**src/stpca_defines.svh**
```systemverilog
/*
  shared constants for the stp connection and affiliation ends.
  assumes: included by bare name from the package and modules.
*/
`ifndef STPCA_DEFINES_SVH
`define STPCA_DEFINES_SVH

// ---------------------------------------------------------------
// link symbol codes
// ---------------------------------------------------------------
`define STPCA_SYM_W       4
`define STPCA_SYM_IDLE    4'h0
`define STPCA_SYM_ALIGN   4'h1
`define STPCA_SYM_NOTIFY  4'h2
`define STPCA_SYM_CONT    4'h3
`define STPCA_SYM_SYNC    4'h4
`define STPCA_SYM_XRDY    4'h5
`define STPCA_SYM_RRDY    4'h6
`define STPCA_SYM_HOLD    4'h7
`define STPCA_SYM_DATA    4'h8
`define STPCA_SYM_INVALID 4'h9
`define STPCA_SYM_OTHER   4'ha

// ---------------------------------------------------------------
// connection codes
// ---------------------------------------------------------------
`define STPCA_ADDR_W      64
`define STPCA_REQ_W       3
`define STPCA_REQ_NONE    3'h0
`define STPCA_REQ_OPEN    3'h1
`define STPCA_REQ_ACCEPT  3'h2
`define STPCA_REQ_RETRY   3'h3
`define STPCA_REQ_BUSY    3'h4
`define STPCA_REQ_AIP     3'h5
`define STPCA_CLS_W       2
`define STPCA_CLS_NONE    2'h0
`define STPCA_CLS_NORMAL  2'h1
`define STPCA_CLS_CLRAFF  2'h2
`define STPCA_CLS_BREAK   2'h3
`define STPCA_REPEATS     2

`endif

```
**src/stpca_pkg.sv**
```systemverilog
/*
  types shared by both ends of the stp connection link.
  assumes: stpca_defines.svh is on the include path.
*/
`include "stpca_defines.svh"
package stpca_pkg;
  typedef logic [`STPCA_SYM_W-1:0]  stpca_sym_t;
  typedef logic [`STPCA_ADDR_W-1:0] stpca_addr_t;
  typedef logic [`STPCA_REQ_W-1:0]  stpca_req_t;
  typedef logic [`STPCA_CLS_W-1:0]  stpca_cls_t;
endpackage

```
**src/stpca_link_if.sv**
```systemverilog
/*
  link between the stp initiator end and the stp target end.
  assumes: one clock drives both ends; the bench joins them here.
*/
interface stpca_link_if;
  import stpca_pkg::*;
  stpca_sym_t  i2t_sym;
  stpca_sym_t  t2i_sym;
  stpca_req_t  i2t_req;
  stpca_req_t  t2i_req;
  stpca_addr_t i2t_addr;
  stpca_addr_t t2i_addr;
  stpca_cls_t  i2t_close;
  stpca_cls_t  t2i_close;
  modport init (output i2t_sym, i2t_req, i2t_addr, i2t_close,
                input  t2i_sym, t2i_req, t2i_addr, t2i_close);
  modport targ (input  i2t_sym, i2t_req, i2t_addr, i2t_close,
                output t2i_sym, t2i_req, t2i_addr, t2i_close);
endinterface

```
**src/stpca_cont_rx.sv**
```systemverilog
/*
  continued primitive receiver: tracks which primitive is held.
  assumes: one decoded symbol per clock.
*/
module stpca_cont_rx
  import stpca_pkg::*;
(
  input  wire logic       i_clk,
  input  wire logic       i_rst,
  input  wire stpca_sym_t i_sym,
  output logic [3:0]      o_prim,
  output logic            o_valid
);
  // ---------------------------------------------------------------
  // primitive hold
  // ---------------------------------------------------------------
  function automatic logic is_held(input stpca_sym_t s);
    is_held = (s == `STPCA_SYM_SYNC) || (s == `STPCA_SYM_XRDY) ||
              (s == `STPCA_SYM_RRDY) || (s == `STPCA_SYM_HOLD) ||
              (s == `STPCA_SYM_OTHER);
  endfunction

  // single instance suffices; no counting of repeats or fillers
  always_ff @(posedge i_clk or posedge i_rst) begin
    if (i_rst) begin
      o_prim  <= `STPCA_SYM_IDLE;
      o_valid <= 1'b0;
    end else if (is_held(i_sym)) begin
      o_prim  <= i_sym;
      o_valid <= 1'b1;
    end
    // cont, data, invalid, align, notify leave state alone
  end
endmodule // stpca_cont_rx

```
**src/stpca_target.sv**
```systemverilog
/*
  stp target end: affiliation, connection accept/reject, close and
  continued primitive transmit.
  assumes: link carries one symbol per clock; smp requests and sata
  side events arrive as one-cycle pulses from the surrounding bridge.
*/
module stpca_target
  import stpca_pkg::*;
#(
  parameter bit TRACKS_BY_ADDR = 1'b0,
  parameter bit IN_EXPANDER    = 1'b0
)(
  input  wire logic        i_clk,
  input  wire logic        i_rst,
  stpca_link_if.targ       link,
  input  wire stpca_sym_t  i_sata_sym,
  input  wire logic        i_sata_xrdy,
  input  wire stpca_addr_t i_home_addr,
  input  wire logic        i_smp_hard_reset,
  input  wire logic        i_smp_port_select,
  input  wire logic        i_smp_clear_aff,
  input  wire stpca_addr_t i_smp_src_addr,
  input  wire logic        i_link_reset,
  input  wire logic        i_link_reset_by_smp,
  input  wire logic        i_sync_lost,
  input  wire logic        i_close_req,
  output stpca_sym_t       o_sata_sym,
  output logic             o_sata_rrdy_ok,
  output logic             o_connected,
  output logic             o_aff_valid,
  output stpca_addr_t      o_aff_owner
);
  typedef enum logic [2:0] {ST_IDLE, ST_OPENING, ST_OPEN, ST_CLOSING}
    stpca_tstate_e;

  localparam bit LOCKS = !TRACKS_BY_ADDR;

  stpca_tstate_e state_q;
  logic          aff_valid_q;
  stpca_addr_t   aff_owner_q;
  stpca_addr_t   peer_q;
  logic          sync_tx_q;
  logic          sync_rx_q;
  logic          close_tx_q;
  logic          smp_cleared_q;
  logic [1:0]    rep_q;
  stpca_sym_t    last_q;
  logic [3:0]    rx_prim;
  logic          rx_valid;

  // ---------------------------------------------------------------
  // receive side primitive tracking
  // ---------------------------------------------------------------
  stpca_cont_rx u_rx (
    .i_clk   (i_clk),
    .i_rst   (i_rst),
    .i_sym   (link.i2t_sym),
    .o_prim  (rx_prim),
    .o_valid (rx_valid)
  );

  wire req_in   = (link.i2t_req == `STPCA_REQ_OPEN);
  wire from_own = (link.i2t_addr == aff_owner_q);
  wire busy_pair = (state_q != ST_IDLE) && (link.i2t_addr == peer_q);
  wire can_close = sync_tx_q && sync_rx_q;
  wire rx_close  = (link.i2t_close != `STPCA_CLS_NONE);

  // ---------------------------------------------------------------
  // affiliation, one per port
  // ---------------------------------------------------------------
  always_ff @(posedge i_clk or posedge i_rst) begin
    if (i_rst) begin
      aff_valid_q   <= 1'b0;
      aff_owner_q   <= '0;
      smp_cleared_q <= 1'b0;
    end else if (LOCKS) begin
      if (i_smp_hard_reset || i_smp_port_select ||
          (i_smp_clear_aff && aff_valid_q &&
           i_smp_src_addr == aff_owner_q)) begin
        aff_valid_q   <= 1'b0;
        smp_cleared_q <= (state_q != ST_IDLE);
      end else if (i_link_reset && !i_link_reset_by_smp) begin
        aff_valid_q <= 1'b0;
      end else if (state_q == ST_OPEN &&
                   link.i2t_close == `STPCA_CLS_CLRAFF &&
                   peer_q == aff_owner_q) begin
        aff_valid_q <= 1'b0;
      end else if (state_q == ST_IDLE && req_in &&
                   (!aff_valid_q || from_own)) begin
        aff_valid_q <= 1'b1;
        aff_owner_q <= link.i2t_addr;
      end
      if (state_q == ST_IDLE) smp_cleared_q <= 1'b0;
    end
  end

  // ---------------------------------------------------------------
  // connection state
  // ---------------------------------------------------------------
  always_ff @(posedge i_clk or posedge i_rst) begin
    if (i_rst) begin
      state_q    <= ST_IDLE;
      peer_q     <= '0;
      close_tx_q <= 1'b0;
    end else begin
      case (state_q)
        ST_IDLE: begin
          close_tx_q <= 1'b0;
          if (req_in && (!LOCKS || !aff_valid_q || from_own)) begin
            state_q <= ST_OPEN;
            peer_q  <= link.i2t_addr;
          end else if (i_sata_xrdy) begin
            state_q <= ST_OPENING;
            peer_q  <= LOCKS && aff_valid_q ? aff_owner_q : i_home_addr;
          end
        end
        ST_OPENING: begin
          if (link.i2t_req == `STPCA_REQ_ACCEPT) state_q <= ST_OPEN;
          else if (link.i2t_req == `STPCA_REQ_RETRY ||
                   link.i2t_req == `STPCA_REQ_BUSY) state_q <= ST_IDLE;
        end
        ST_OPEN: begin
          if (i_sync_lost) begin
            state_q <= ST_IDLE;
          end else if (rx_close) begin
            close_tx_q <= 1'b1;
            state_q    <= ST_IDLE;
          end else if (i_close_req && can_close) begin
            close_tx_q <= 1'b1;
            state_q    <= ST_CLOSING;
          end
        end
        ST_CLOSING: begin
          if (rx_close) state_q <= ST_IDLE;
        end
        default: state_q <= ST_IDLE;
      endcase
    end
  end

  // ---------------------------------------------------------------
  // sync handshake tracking
  // ---------------------------------------------------------------
  always_ff @(posedge i_clk or posedge i_rst) begin
    if (i_rst) begin
      sync_tx_q <= 1'b0;
      sync_rx_q <= 1'b0;
    end else if (state_q != ST_OPEN) begin
      sync_tx_q <= 1'b0;
      sync_rx_q <= 1'b0;
    end else begin
      if (link.t2i_sym == `STPCA_SYM_SYNC) sync_tx_q <= 1'b1;
      if (rx_valid && rx_prim == `STPCA_SYM_SYNC) sync_rx_q <= 1'b1;
    end
  end

  // ---------------------------------------------------------------
  // link outputs
  // ---------------------------------------------------------------
  always_ff @(posedge i_clk or posedge i_rst) begin
    if (i_rst) begin
      link.t2i_req   <= `STPCA_REQ_NONE;
      link.t2i_addr  <= '0;
      link.t2i_close <= `STPCA_CLS_NONE;
      link.t2i_sym   <= `STPCA_SYM_IDLE;
      rep_q          <= 2'h0;
      last_q         <= `STPCA_SYM_IDLE;
    end else begin
      link.t2i_req   <= `STPCA_REQ_NONE;
      link.t2i_close <= `STPCA_CLS_NONE;
      link.t2i_addr  <= peer_q;
      if (req_in && state_q != ST_IDLE) begin
        link.t2i_req <= busy_pair ? `STPCA_REQ_RETRY :
                        (LOCKS ? `STPCA_REQ_BUSY : `STPCA_REQ_RETRY);
      end else if (req_in) begin
        if (!LOCKS || !aff_valid_q || from_own)
          link.t2i_req <= `STPCA_REQ_ACCEPT;
        else
          link.t2i_req <= `STPCA_REQ_BUSY;
      end else if (req_in && smp_cleared_q) begin
        link.t2i_req <= IN_EXPANDER ? `STPCA_REQ_AIP : `STPCA_REQ_RETRY;
      end else if (state_q == ST_IDLE && i_sata_xrdy) begin
        link.t2i_req <= `STPCA_REQ_OPEN;
      end
      if (smp_cleared_q && req_in && state_q != ST_IDLE)
        link.t2i_req <= IN_EXPANDER ? `STPCA_REQ_AIP : `STPCA_REQ_RETRY;
      if ((state_q == ST_OPEN && (rx_close ||
          (i_close_req && can_close))) && !close_tx_q)
        link.t2i_close <= `STPCA_CLS_NORMAL;
      if (state_q == ST_OPEN && i_sync_lost)
        link.t2i_close <= `STPCA_CLS_BREAK;
      if (state_q == ST_OPEN && !i_sync_lost) begin
        // repeated primitive sent twice then cont
        // compare with last input: a resent primitive would end the run
        last_q <= i_sata_sym;
        if (i_sata_sym == last_q && i_sata_sym != `STPCA_SYM_DATA) begin
          if (rep_q < 2'(`STPCA_REPEATS)) begin
            link.t2i_sym <= i_sata_sym;
            rep_q        <= rep_q + 2'h1;
          end else begin
            link.t2i_sym <= `STPCA_SYM_CONT;
          end
        end else if (!sync_tx_q && i_sata_sym == `STPCA_SYM_DATA) begin
          link.t2i_sym <= `STPCA_SYM_SYNC;
          rep_q        <= 2'h1;
        end else begin
          link.t2i_sym <= i_sata_sym;
          rep_q        <= 2'h1;
        end
      end else begin
        link.t2i_sym <= `STPCA_SYM_IDLE;
        rep_q        <= 2'h0;
      end
    end
  end

  // ---------------------------------------------------------------
  // sata side and status
  // ---------------------------------------------------------------
  always_ff @(posedge i_clk or posedge i_rst) begin
    if (i_rst) begin
      o_sata_sym     <= `STPCA_SYM_IDLE;
      o_sata_rrdy_ok <= 1'b0;
      o_connected    <= 1'b0;
      o_aff_valid    <= 1'b0;
      o_aff_owner    <= '0;
    end else begin
      // open/close never reach the drive
      o_sata_sym     <= (state_q == ST_OPEN) ? link.i2t_sym : `STPCA_SYM_IDLE;
      o_sata_rrdy_ok <= (state_q == ST_OPEN);
      o_connected    <= (state_q == ST_OPEN);
      o_aff_valid    <= aff_valid_q;
      o_aff_owner    <= aff_owner_q;
    end
  end
endmodule // stpca_target

```
**src/flat_wrapper.sv**
```systemverilog
// flat-port wrapper written by rule: the top's interface ports become plain ports
module stpca_target_flat import stpca_pkg::*;
#(
  parameter bit TRACKS_BY_ADDR = 1'b0,
  parameter bit IN_EXPANDER    = 1'b0
)
  (i_clk, i_rst, i_sata_sym, i_sata_xrdy, i_home_addr, i_smp_hard_reset, i_smp_port_select, i_smp_clear_aff, i_smp_src_addr, i_link_reset, i_link_reset_by_smp, i_sync_lost, i_close_req, o_sata_sym, o_sata_rrdy_ok, o_connected, o_aff_valid, o_aff_owner, link_i2t_sym, link_i2t_req, link_i2t_addr, link_i2t_close, link_t2i_sym, link_t2i_req, link_t2i_addr, link_t2i_close);
  stpca_link_if link_i ();
  input  wire logic i_clk;
  input  wire logic i_rst;
  input  wire stpca_sym_t i_sata_sym;
  input  wire logic i_sata_xrdy;
  input  wire stpca_addr_t i_home_addr;
  input  wire logic i_smp_hard_reset;
  input  wire logic i_smp_port_select;
  input  wire logic i_smp_clear_aff;
  input  wire stpca_addr_t i_smp_src_addr;
  input  wire logic i_link_reset;
  input  wire logic i_link_reset_by_smp;
  input  wire logic i_sync_lost;
  input  wire logic i_close_req;
  output stpca_sym_t o_sata_sym;
  output logic o_sata_rrdy_ok;
  output logic o_connected;
  output logic o_aff_valid;
  output stpca_addr_t o_aff_owner;
  input wire logic [$bits(link_i.i2t_sym)-1:0] link_i2t_sym;
  input wire logic [$bits(link_i.i2t_req)-1:0] link_i2t_req;
  input wire logic [$bits(link_i.i2t_addr)-1:0] link_i2t_addr;
  input wire logic [$bits(link_i.i2t_close)-1:0] link_i2t_close;
  output wire logic [$bits(link_i.t2i_sym)-1:0] link_t2i_sym;
  output wire logic [$bits(link_i.t2i_req)-1:0] link_t2i_req;
  output wire logic [$bits(link_i.t2i_addr)-1:0] link_t2i_addr;
  output wire logic [$bits(link_i.t2i_close)-1:0] link_t2i_close;
  assign link_i.i2t_sym = link_i2t_sym;
  assign link_i.i2t_req = link_i2t_req;
  assign link_i.i2t_addr = link_i2t_addr;
  assign link_i.i2t_close = link_i2t_close;
  assign link_t2i_sym = link_i.t2i_sym;
  assign link_t2i_req = link_i.t2i_req;
  assign link_t2i_addr = link_i.t2i_addr;
  assign link_t2i_close = link_i.t2i_close;
  stpca_target #(.TRACKS_BY_ADDR(TRACKS_BY_ADDR), .IN_EXPANDER(IN_EXPANDER)) u_core (.i_clk(i_clk), .i_rst(i_rst), .link(link_i), .i_sata_sym(i_sata_sym), .i_sata_xrdy(i_sata_xrdy), .i_home_addr(i_home_addr), .i_smp_hard_reset(i_smp_hard_reset), .i_smp_port_select(i_smp_port_select), .i_smp_clear_aff(i_smp_clear_aff), .i_smp_src_addr(i_smp_src_addr), .i_link_reset(i_link_reset), .i_link_reset_by_smp(i_link_reset_by_smp), .i_sync_lost(i_sync_lost), .i_close_req(i_close_req), .o_sata_sym(o_sata_sym), .o_sata_rrdy_ok(o_sata_rrdy_ok), .o_connected(o_connected), .o_aff_valid(o_aff_valid), .o_aff_owner(o_aff_owner));
endmodule
```
**config.mk**
```make
export PLATFORM = sky130hd
export DESIGN_NAME = stpca_target_flat
export DESIGN_NICKNAME = d
export VERILOG_FILES = /design/src/stpca_pkg.sv /design/src/stpca_link_if.sv /design/src/stpca_cont_rx.sv /design/src/stpca_target.sv /design/src/flat_wrapper.sv
export VERILOG_INCLUDE_DIRS = /design/src
export SDC_FILE = /design/constraint.sdc
export NUM_CORES = 1
export LEC_CHECK = 0
export BUFFER_PORTS_ARGS = -buffer_cell sky130_fd_sc_hd__buf_4
export CORE_UTILIZATION = 35
export DETAILED_ROUTE_END_ITERATION = 8
export HOLD_SLACK_MARGIN = 0.03
export PLACE_DENSITY_LB_ADDON = 0.2
export REMOVE_ABC_BUFFERS = 1
export SLEW_MARGIN = 20
export SYNTH_ARGS = -nofsm -noshare
export SYNTH_HDL_FRONTEND = slang
export SYNTH_SLANG_ARGS = --single-unit
```
**constraint.sdc**
```tcl
create_clock -name i_clk -period 11.2 [get_ports i_clk]
set_input_delay 0 -clock i_clk [delete_from_list [all_inputs] [get_ports i_clk]]
set_output_delay 0 -clock i_clk [all_outputs]
set_load 0.01 [all_outputs]
```
==> flow_summary.html, run 1 <==
<table>
<tr><th>Metric</th><th>Value</th></tr>
<tr><th colspan="2">STA</th></tr>
<tr><td>Final setup violating endpoints</td><td>0</td></tr>
<tr><td>Final hold violation count</td><td>0</td></tr>
<tr><td>Highest clock rate</td><td>0.229 GHz</td></tr>
<tr><td>Period utilization</td><td>39.0%</td></tr>
<tr><td>Total Negative Setup Slacks</td><td>0 ps</td></tr>
<tr><td>Slew at the pin closest to its max-slew limit</td><td>1020 ps</td></tr>
<tr><td>RSZ-0062 raised after global routing</td><td>no</td></tr>
<tr><td>Post-Route Skew</td><td>19.8 ps</td></tr>
<tr><td>Tmin final</td><td>4370 ps</td></tr>
<tr><td>Number of pins exceeding their max-slew limit in the final report</td><td>0</td></tr>
<tr><td>Final hold slack</td><td>47.0 ps</td></tr>
<tr><td>Max-Slew Margin vs Limit</td><td>29.9%</td></tr>
<tr><th colspan="2">Pwr</th></tr>
<tr><td>Lkg Pwr</td><td>0.00962 uW</td></tr>
<tr><td>Max rail drop VDD</td><td>0.128 mV</td></tr>
<tr><td>Power Dens Cells</td><td>247 nW/um^2</td></tr>
<tr><th colspan="2">Worst setup path</th></tr>
<tr><td>Arrival time worst endpoint</td><td>4760 ps</td></tr>
<tr><td>Element type at the critical path end</td><td>flip-flop</td></tr>
<tr><td>Critical path fanouts, max</td><td>43</td></tr>
<tr><td>Data required time of the critical path</td><td>11600 ps</td></tr>
<tr><td>Startpoint types</td><td>flip-flop</td></tr>
<tr><td>Class of the most critical setup path</td><td>flip-flop to flip-flop</td></tr>
<tr><th colspan="2">Global routing</th></tr>
<tr><td>Number of antenna violations at the first check in global routing</td><td>1</td></tr>
<tr><td>First-pass GRT wire length</td><td>79.1 mm</td></tr>
<tr><td>Overall overflow remaining after global route</td><td>0</td></tr>
<tr><td>Vias in the first global route</td><td>11.5k</td></tr>
<tr><td>Overall fraction of global-route tracks in use</td><td>26.6%</td></tr>
<tr><td>Pin count of the biggest net entering global routing</td><td>171</td></tr>
<tr><th colspan="2">Synthesis</th></tr>
<tr><td>Post-synthesis cell type count</td><td>57</td></tr>
<tr><td>Cell type with the largest total area after synthesis</td><td>sky130_fd_sc_hd__dfrtp_1</td></tr>
<tr><td>Proportion of netlist area held by the largest area contributor</td><td>51.9%</td></tr>
<tr><td>Synth top area cells</td><td>sky130_fd_sc_hd__dfrtp_1 52%, sky130_fd_sc_hd__xor2_1 12%, sky130_fd_sc_hd__mux2i_1 9.2%, sky130_fd_sc_hd__mux2_4 5.4%, sky130_fd_sc_hd__a2bb2oi_1 4.0%</td></tr>
<tr><td>Average cell area after synthesis</td><td>12.3 sq um</td></tr>
<tr><td>Netlist Area Pre-Place</td><td>13900 sq um</td></tr>
<tr><td>Number of standard cells after synthesis</td><td>1128</td></tr>
<tr><td>Async set-or-reset flop fraction in the synthesized netlist</td><td>100%</td></tr>
<tr><td>Share of the yosys chip area belonging to registers</td><td>51.9%</td></tr>
<tr><td>Number of enable-type register cells in the synthesized netlist</td><td>0</td></tr>
<tr><td>Warnings from Yosys</td><td>0</td></tr>
<tr><td>Most used flip-flop cell after synthesis</td><td>sky130_fd_sc_hd__dfrtp_1</td></tr>
<tr><td>Synthesis-stage register bit count</td><td>289</td></tr>
<tr><th colspan="2">Route</th></tr>
<tr><td>Length of routed met3 wiring</td><td>3.54 mm</td></tr>
<tr><td>Via count</td><td>11.2k</td></tr>
<tr><td>Number of vias per cell</td><td>5.13</td></tr>
<tr><td>Initial DRC Count</td><td>830</td></tr>
<tr><td>Number of optimization iterations in the first detailed-route pass</td><td>7</td></tr>
<tr><td>DRT antenna net count</td><td>0</td></tr>
<tr><td>Detailed-route wire length per cell</td><td>24.9 microns</td></tr>
<tr><td>Top sig layer</td><td>met5</td></tr>
<tr><td>Routed wire length on met2</td><td>25.8 mm</td></tr>
<tr><td>Drt total wl</td><td>54.5 mm</td></tr>
<tr><td>DRC violation count after routing</td><td>0</td></tr>
<tr><td>Wire length the detailed router placed on met1</td><td>23.9 mm</td></tr>
<tr><th colspan="2">Hold path</th></tr>
<tr><td>Class of the worst hold path</td><td>primary input to flip-flop</td></tr>
<tr><th colspan="2">Die</th></tr>
<tr><td>Site row count</td><td>72</td></tr>
<tr><td>Core Region</td><td>38900 sq um</td></tr>
<tr><td>Die X-Extent</td><td>201 microns</td></tr>
<tr><td>Die Ht</td><td>201 microns</td></tr>
<tr><td>Number of top-level design ports</td><td>359</td></tr>
<tr><td>Die area</td><td>40600 sq um</td></tr>
<tr><td>Starting density of the core</td><td>35.8%</td></tr>
<tr><th colspan="2">Clock tree</th></tr>
<tr><td>CTS buffer count</td><td>35</td></tr>
<tr><td>H-tree levels</td><td>2</td></tr>
<tr><td>Clock buffer depth</td><td>3</td></tr>
<tr><td>Setup repair bufs after CTS</td><td>0</td></tr>
<tr><td>Post-CTS sizing</td><td>0</td></tr>
<tr><td>Clock edge transition at the registers on the reported setup and hold paths</td><td>60 ps</td></tr>
<tr><td>Clock latency of the later-clocked register in the worst-skew pair</td><td>530 ps</td></tr>
<tr><td>Clock sink total</td><td>289</td></tr>
<tr><td>Hold buffer count at cts</td><td>153</td></tr>
<tr><td>TritonCTS clock tree</td><td>built</td></tr>
<tr><td>Cell chosen for the clock root</td><td>sky130_fd_sc_hd__clkbuf_16</td></tr>
<tr><th colspan="2">Status</th></tr>
<tr><td>Result of the run</td><td>complete, no violations</td></tr>
<tr><th colspan="2">Cells and area</th></tr>
<tr><td>Commonest non-fill, non-tap cells in the layout</td><td>366 x sky130_fd_sc_hd__buf_4, 288 x sky130_fd_sc_hd__dfrtp_1, 186 x sky130_fd_sc_hd__xor2_1, 153 x sky130_fd_sc_hd__dlygate4sd3_1, 128 x sky130_fd_sc_hd__mux2i_1</td></tr>
<tr><td>Leading cell type in the layout, fill and taps excluded</td><td>sky130_fd_sc_hd__buf_4</td></tr>
<tr><td>Total inserted antenna cells</td><td>0</td></tr>
<tr><td>Area growth, synth to finish</td><td>42.7%</td></tr>
<tr><td>Fillcell total</td><td>3496</td></tr>
<tr><td>Post-Layout Cell Count</td><td>2186</td></tr>
<tr><td>Number of nets in the final layout</td><td>1858</td></tr>
<tr><td>Layout cells sized above 1</td><td>29.0%</td></tr>
<tr><th colspan="2">Run</th></tr>
<tr><td>MaxCap Viol Count</td><td>0</td></tr>
<tr><th colspan="2">Placed design</th></tr>
<tr><td>Routability congestion estimate from global placement</td><td>0.880</td></tr>
<tr><td>DP Wirelength</td><td>39.1 mm</td></tr>
<tr><td>Inst Count DP</td><td>1970</td></tr>
<tr><td>Port Buf Inserts</td><td>358</td></tr>
</table>
## critical path, stage by stage (launching register included)
cell and delay, ps:
sky130_fd_sc_hd__dfrtp_1 700, sky130_fd_sc_hd__xor2_1 160, sky130_fd_sc_hd__nor4_1 660, sky130_fd_sc_hd__nand4_1 160, sky130_fd_sc_hd__nor4_1 690, sky130_fd_sc_hd__o21a_1 270
sky130_fd_sc_hd__nand4_4 500, sky130_fd_sc_hd__buf_4 580, sky130_fd_sc_hd__mux2_1 430
## metrics by stage
step	power [uW]	setup WS [ps]	area, sq um	util (%)
2_1_floorplan	2740	1950	13700	-
3_3_place_gp	3660	7000	17100	44.0
3_5_place_dp	3670	6930	17100	44.0
4_1_cts	4920	6920	19800	51.0
5_1_grt	5120	6600	19900	51.1
6_report	4910	6830	19900	51.1
## path summary, 6_finish.rpt
check,from,endpoint,slack (ps),cells past startpoint
worst min register to register,u_core.peer_q[57],u_core.link.t2i_addr[57],460,0
worst max-delay path,u_core.aff_owner_q[54],u_core.aff_owner_q[0],6830,8
worst min-delay path,link_i2t_req[2],u_core.link.t2i_req[2],50,4
max in group asynchronous,i_rst,u_core.aff_owner_q[55],9500,5
worst max register to register,u_core.aff_owner_q[54],u_core.aff_owner_q[0],6830,8
min in group asynchronous,i_rst,u_core.o_aff_owner[18],190,3
## report_power, final
part | internal [uW] | leakage, uW | switching (uW) | total (uW)
Clock | 718 | 0.000586 | 462 | 1180
Sequential | 1470 | 0.00351 | 549 | 2020
Combinational | 882 | 0.00552 | 830 | 1710
Total | 3070 | 0.00962 | 1840 | 4910
## Yosys cell counts (all sizes together), types with 2 or more instances
| master | n |
|---|---|
| nand2b | 4 |
| a31oi | 3 |
| nand4 | 24 |
| a22o | 3 |
| a2111o | 2 |
| nor4 | 52 |
| dfrtp | 289 |
| a2111oi | 4 |
| nor3b | 2 |
| buf | 23 |
| mux2i | 128 |
| a2bb2oi | 64 |
| nor2b | 12 |
| o22ai | 12 |
| inv | 37 |
| xor2 | 186 |
| mux2 | 64 |
| nand3 | 2 |
| nor3 | 5 |
| or4 | 2 |
| clkbuf | 20 |
| nand2 | 77 |
| xnor2 | 47 |
| a22oi | 2 |
| a211o | 2 |
| nor4b | 2 |
| o21ai | 9 |
| and2 | 6 |
| a21oi | 10 |
| nor2 | 18 |
## state kept, by name (all words and copies together) (netlist names), 2 cells and up
name / count
u_core.link.t2i_addr: 64
u_core.link.t2i_req: 3
u_core.u_rx.o_prim: 4
u_core.peer_q: 64
u_core.o_aff_owner: 64
u_core.last_q: 4
u_core.state_q: 2
u_core.rep_q: 2
u_core.o_sata_sym: 4
u_core.aff_owner_q: 64
u_core.link.t2i_close: 2
u_core.link.t2i_sym: 4
## area by class of cell
cell class                      instances  area, sq um  share of cell area (%)
Sequential cell                       289         7240                    36.4
Clock inverter                         10          125                   0.630
Tap cell                              518          648                    3.26
Clock buffer                           52         1050                    5.29
Multi-Input combinational cell        759         6340                    31.9
Timing Repair Buffer                  521         4330                    21.8
Inverter                               37          146                   0.737
## layer usage
metal  global-route usage [%]  vias to the layer above
met5                        0                        -
met4                     6.74                        2
met3                     4.92                       68
met2                     42.8                      451
met1                     36.7                     5694
li1                         -                     5010
## kinds of logic after synthesis
group | share of synthesized area (%)
AO/OA/AOI/OAI | 7.12
flip-flops | 51.9
multiplexers | 15.7
AND/OR/NAND/NOR | 7.83
XOR/XNOR | 14.7
buffers and inverters | 2.75
(Power assumes the default switching activity.)
==> run 2: changes to the inputs <==
==> constraint.sdc (replaced) <==
create_clock -name i_clk -period 4.5 [get_ports i_clk]
set_input_delay 0 -clock i_clk [delete_from_list [all_inputs] [get_ports i_clk]]
set_output_delay 0 -clock i_clk [all_outputs]
set_load 0.01 [all_outputs]
==> run 2 against run 1 <==
Net effect:
- count of clock-buffer cells in the layout fell by 1
- via count is 0.77% lower
- maximum frequency increased by 18%
- sequential power up 150%
- combinational power is 150% higher
- critical endpoint unchanged
- largest cell class unchanged
- largest power group unchanged
==> flow_summary.html, run 2 (synthesis results as in run 1) <==
<table>
<tr><th>Metric</th><th>Value</th></tr>
<tr><th colspan="2">Status</th></tr>
<tr><td>Result of the run</td><td>complete, no violations</td></tr>
<tr><th colspan="2">Pwr</th></tr>
<tr><td>Power Dens Cells</td><td>611 nW/um^2 (+150%)</td></tr>
<tr><td>Combinational Power Share</td><td>35.0% (+0.2 points)</td></tr>
<tr><td>Fraction of power spent switching nets</td><td>37.6% (+0.15 points)</td></tr>
<tr><td>Clock network fraction of total power</td><td>23.7% (-0.3 points)</td></tr>
<tr><td>Share of power burned in registers</td><td>41.3% (+0.2 points)</td></tr>
<tr><td>Design Power</td><td>12200 uW (+150%)</td></tr>
<tr><td>Lkg Pwr</td><td>0.00966 uW (+0.47%)</td></tr>
<tr><td>Max rail drop VDD</td><td>0.304 mV (+140%)</td></tr>
<tr><td>Cell internal power dissipation</td><td>7600 uW (+150%)</td></tr>
<tr><td>Switch Pwr</td><td>4580 uW (+150%)</td></tr>
<tr><th colspan="2">Route</th></tr>
<tr><td>DRC violation count after routing</td><td>0 (unchanged)</td></tr>
<tr><td>Initial DRC Count</td><td>730 (-12%)</td></tr>
<tr><td>Top sig layer</td><td>met5</td></tr>
<tr><td>Detailed-route wire length per cell</td><td>24.6 microns (-1.1%)</td></tr>
<tr><td>Via count</td><td>11.1k (-0.77%)</td></tr>
<tr><td>Number of vias per cell</td><td>5.08 (-1.1%)</td></tr>
<tr><td>Number of optimization iterations in the first detailed-route pass</td><td>5 (-2)</td></tr>
<tr><td>Routed wire length on met2</td><td>25.5 mm (-1.0%)</td></tr>
<tr><td>Length of routed met3 wiring</td><td>2.92 mm (-17%)</td></tr>
<tr><td>Drt total wl</td><td>54.0 mm (-0.79%)</td></tr>
<tr><td>Wire length the detailed router placed on met1</td><td>24.3 mm (+1.6%)</td></tr>
<tr><td>DRT antenna net count</td><td>0 (unchanged)</td></tr>
<tr><th colspan="2">Clock tree</th></tr>
<tr><td>Clock buffer depth</td><td>3 (unchanged)</td></tr>
<tr><td>Clock sink total</td><td>289 (unchanged)</td></tr>
<tr><td>TritonCTS clock tree</td><td>built</td></tr>
<tr><td>Setup repair bufs after CTS</td><td>0 (unchanged)</td></tr>
<tr><td>Hold buffer count at cts</td><td>150 (-2.0%)</td></tr>
<tr><td>Cell chosen for the clock root</td><td>sky130_fd_sc_hd__clkbuf_16</td></tr>
<tr><td>Post-CTS sizing</td><td>0 (unchanged)</td></tr>
<tr><td>H-tree levels</td><td>2 (unchanged)</td></tr>
<tr><td>CTS buffer count</td><td>35 (unchanged)</td></tr>
<tr><td>Clock latency of the later-clocked register in the worst-skew pair</td><td>530 ps (about the same)</td></tr>
<tr><td>Clock edge transition at the registers on the reported setup and hold paths</td><td>60 ps (about the same)</td></tr>
<tr><th colspan="2">STA</th></tr>
<tr><td>RSZ-0062 raised after global routing</td><td>no</td></tr>
<tr><td>Post-Route Skew</td><td>20.7 ps (+0.885 ps)</td></tr>
<tr><td>Slew at the pin closest to its max-slew limit</td><td>1030 ps (+7.64 ps)</td></tr>
<tr><td>Tmin final</td><td>3700 ps (-665 ps)</td></tr>
<tr><td>Max-Slew Margin vs Limit</td><td>29.4% (-0.52 points)</td></tr>
<tr><td>Smallest setup slack after layout</td><td>797 ps (-6030 ps)</td></tr>
<tr><td>Period utilization</td><td>82.3% (+43 points)</td></tr>
<tr><td>Number of pins exceeding their max-slew limit in the final report</td><td>0 (unchanged)</td></tr>
<tr><td>Final hold violation count</td><td>0 (unchanged)</td></tr>
<tr><td>Highest clock rate</td><td>0.270 GHz (+18%)</td></tr>
<tr><td>Total Negative Setup Slacks</td><td>0 ps (unchanged)</td></tr>
<tr><td>Final setup violating endpoints</td><td>0 (unchanged)</td></tr>
<tr><th colspan="2">Global routing</th></tr>
<tr><td>Pin count of the biggest net entering global routing</td><td>122 (-29%)</td></tr>
<tr><td>Number of antenna violations at the first check in global routing</td><td>1 (unchanged)</td></tr>
<tr><td>Vias in the first global route</td><td>11.6k (+0.93%)</td></tr>
<tr><td>Overall overflow remaining after global route</td><td>0 (unchanged)</td></tr>
<tr><td>First-pass GRT wire length</td><td>79.2 mm (+0.21%)</td></tr>
<tr><td>Overall fraction of global-route tracks in use</td><td>26.5% (-0.10 points)</td></tr>
<tr><th colspan="2">Hold path</th></tr>
<tr><td>Hold wc startpoint</td><td>link_i2t_req[2]</td></tr>
<tr><td>Class of the worst hold path</td><td>primary input to flip-flop</td></tr>
<tr><td>Worst Hold End</td><td>u_core.link.t2i_req[0]</td></tr>
<tr><td>Number of cells traversed by the worst hold path</td><td>4 (unchanged)</td></tr>
<tr><th colspan="2">Die</th></tr>
<tr><td>Site row count</td><td>72 (unchanged)</td></tr>
<tr><td>Die area</td><td>40600 sq um (unchanged)</td></tr>
<tr><td>Starting density of the core</td><td>35.8% (unchanged)</td></tr>
<tr><td>Die X-Extent</td><td>201 microns (unchanged)</td></tr>
<tr><td>Core Region</td><td>38900 sq um (unchanged)</td></tr>
<tr><td>Number of top-level design ports</td><td>359 (unchanged)</td></tr>
<tr><td>Die Ht</td><td>201 microns (unchanged)</td></tr>
<tr><th colspan="2">Worst setup path</th></tr>
<tr><td>FF-to-FF End</td><td>u_core.aff_owner_q[0]</td></tr>
<tr><td>Worst Reg2Reg Path Length in Cells</td><td>8 (unchanged)</td></tr>
<tr><td>Startpoint types</td><td>flip-flop</td></tr>
<tr><td>Data required time of the critical path</td><td>4900 ps (-6700 ps)</td></tr>
<tr><td>Critical path fanouts, max</td><td>18 (-58%)</td></tr>
<tr><td>Element type at the critical path end</td><td>flip-flop</td></tr>
<tr><td>Class of the most critical setup path</td><td>flip-flop to flip-flop</td></tr>
<tr><td>Setup slack of the worst register-to-register path</td><td>800 ps (-6030 ps)</td></tr>
<tr><td>Arrival time worst endpoint</td><td>4100 ps (-660 ps)</td></tr>
<tr><td>Critical R2R Launch</td><td>u_core.aff_owner_q[54]</td></tr>
<tr><th colspan="2">Cells and area</th></tr>
<tr><td>Layout cells sized above 1</td><td>29.6% (+0.66 points)</td></tr>
<tr><td>Commonest non-fill, non-tap cells in the layout</td><td>375 x sky130_fd_sc_hd__buf_4, 288 x sky130_fd_sc_hd__dfrtp_1, 186 x sky130_fd_sc_hd__xor2_1, 150 x sky130_fd_sc_hd__dlygate4sd3_1, 128 x sky130_fd_sc_hd__mux2i_1</td></tr>
<tr><td>Fillcell total</td><td>3507 (+0.31%)</td></tr>
<tr><td>Leading cell type in the layout, fill and taps excluded</td><td>sky130_fd_sc_hd__buf_4</td></tr>
<tr><td>Non-Filler Cell Area, Final</td><td>19900 sq um (+0.26%)</td></tr>
<tr><td>Area growth, synth to finish</td><td>43.1%</td></tr>
<tr><td>Number of nets in the final layout</td><td>1865 (+0.38%)</td></tr>
<tr><td>Post-Layout Cell Count</td><td>2193 (+0.32%)</td></tr>
<tr><td>Total inserted antenna cells</td><td>0 (unchanged)</td></tr>
<tr><th colspan="2">Run</th></tr>
<tr><td>MaxCap Viol Count</td><td>0 (unchanged)</td></tr>
<tr><th colspan="2">Placed design</th></tr>
<tr><td>Inst Count DP</td><td>1981 (+0.56%)</td></tr>
<tr><td>DP Wirelength</td><td>40.1 mm (+2.5%)</td></tr>
<tr><td>Routability congestion estimate from global placement</td><td>0.885 (+0.49%)</td></tr>
<tr><td>Cell area reported after detailed placement</td><td>17200 sq um (+0.63%)</td></tr>
<tr><td>Port Buf Inserts</td><td>358 (unchanged)</td></tr>
<tr><td>Dpl ws</td><td>921 ps (-6010 ps)</td></tr>
</table>
[run 2: area by class of cell]
| type | instances | area, sq um | area share, % |
|---|---|---|---|
| inverter | 37 | 146 | 0.735 |
| clock inverter | 11 | 123 | 0.615 |
| sequential | 289 | 7240 | 36.3 |
| tap | 518 | 648 | 3.25 |
| multi-input combinational | 759 | 6340 | 31.8 |
| clock buffer | 51 | 1060 | 5.31 |
| timing repair buffer | 528 | 4380 | 22.0 |
[run 2: routing by layer]
metal	GRT usage [%]	vias to the layer above
met5	0	-
met2	42.7	377
met4	7.12	2
met3	4.37	72
li1	-	5044
met1	36.7	5644
[run 2: power groups by stage]
stage | Combinational (uW) | Sequential (uW) | Clock, uW
after global placement | 4130 | 5020 | 0
after detailed placement | 4130 | 5030 | 0
after floorplan | 2000 | 4820 | 0
after CTS | 4270 | 5010 | 2940
after global routing | 4520 | 5160 | 3050
final | 4260 | 5030 | 2890
[run 2: worst max-delay path by stage]
stage	startpoint	to	slack, ps	cells past startpoint
6_report	u_core.aff_owner_q[54]	u_core.aff_owner_q[0]	800	8
5_1_grt	u_core.aff_owner_q[54]	u_core.aff_valid_q	640	9
4_1_cts	u_core.aff_owner_q[54]	u_core.aff_owner_q[0]	890	8
3_5_place_dp	u_core.aff_owner_q[54]	u_core.aff_owner_q[0]	920	8
3_3_place_gp	u_core.aff_owner_q[54]	u_core.aff_owner_q[3]	930	8
2_1_floorplan	u_core.aff_valid_q	u_core.peer_q[0]	-4750	4
[run 2: worst max-delay path, cell delays in order (launching register included)]
cell and delay, ps:
sky130_fd_sc_hd__dfrtp_1 700, sky130_fd_sc_hd__xor2_1 160, sky130_fd_sc_hd__nor4_1 530, sky130_fd_sc_hd__nand4_1 170, sky130_fd_sc_hd__nor4_1 580, sky130_fd_sc_hd__o21a_1 270
sky130_fd_sc_hd__nand4_4 460, sky130_fd_sc_hd__buf_12 360, sky130_fd_sc_hd__mux2_1 340
[run 2: stage by stage]
stage | hold WS (ps) | util, %
5_1_grt | 92.0 | 51.2
3_3_place_gp | 232 | 44.3
2_1_floorplan | 84.7 | -
4_1_cts | 43.8 | 51.2
6_report | 87.6 | 51.2
3_5_place_dp | 237 | 44.3
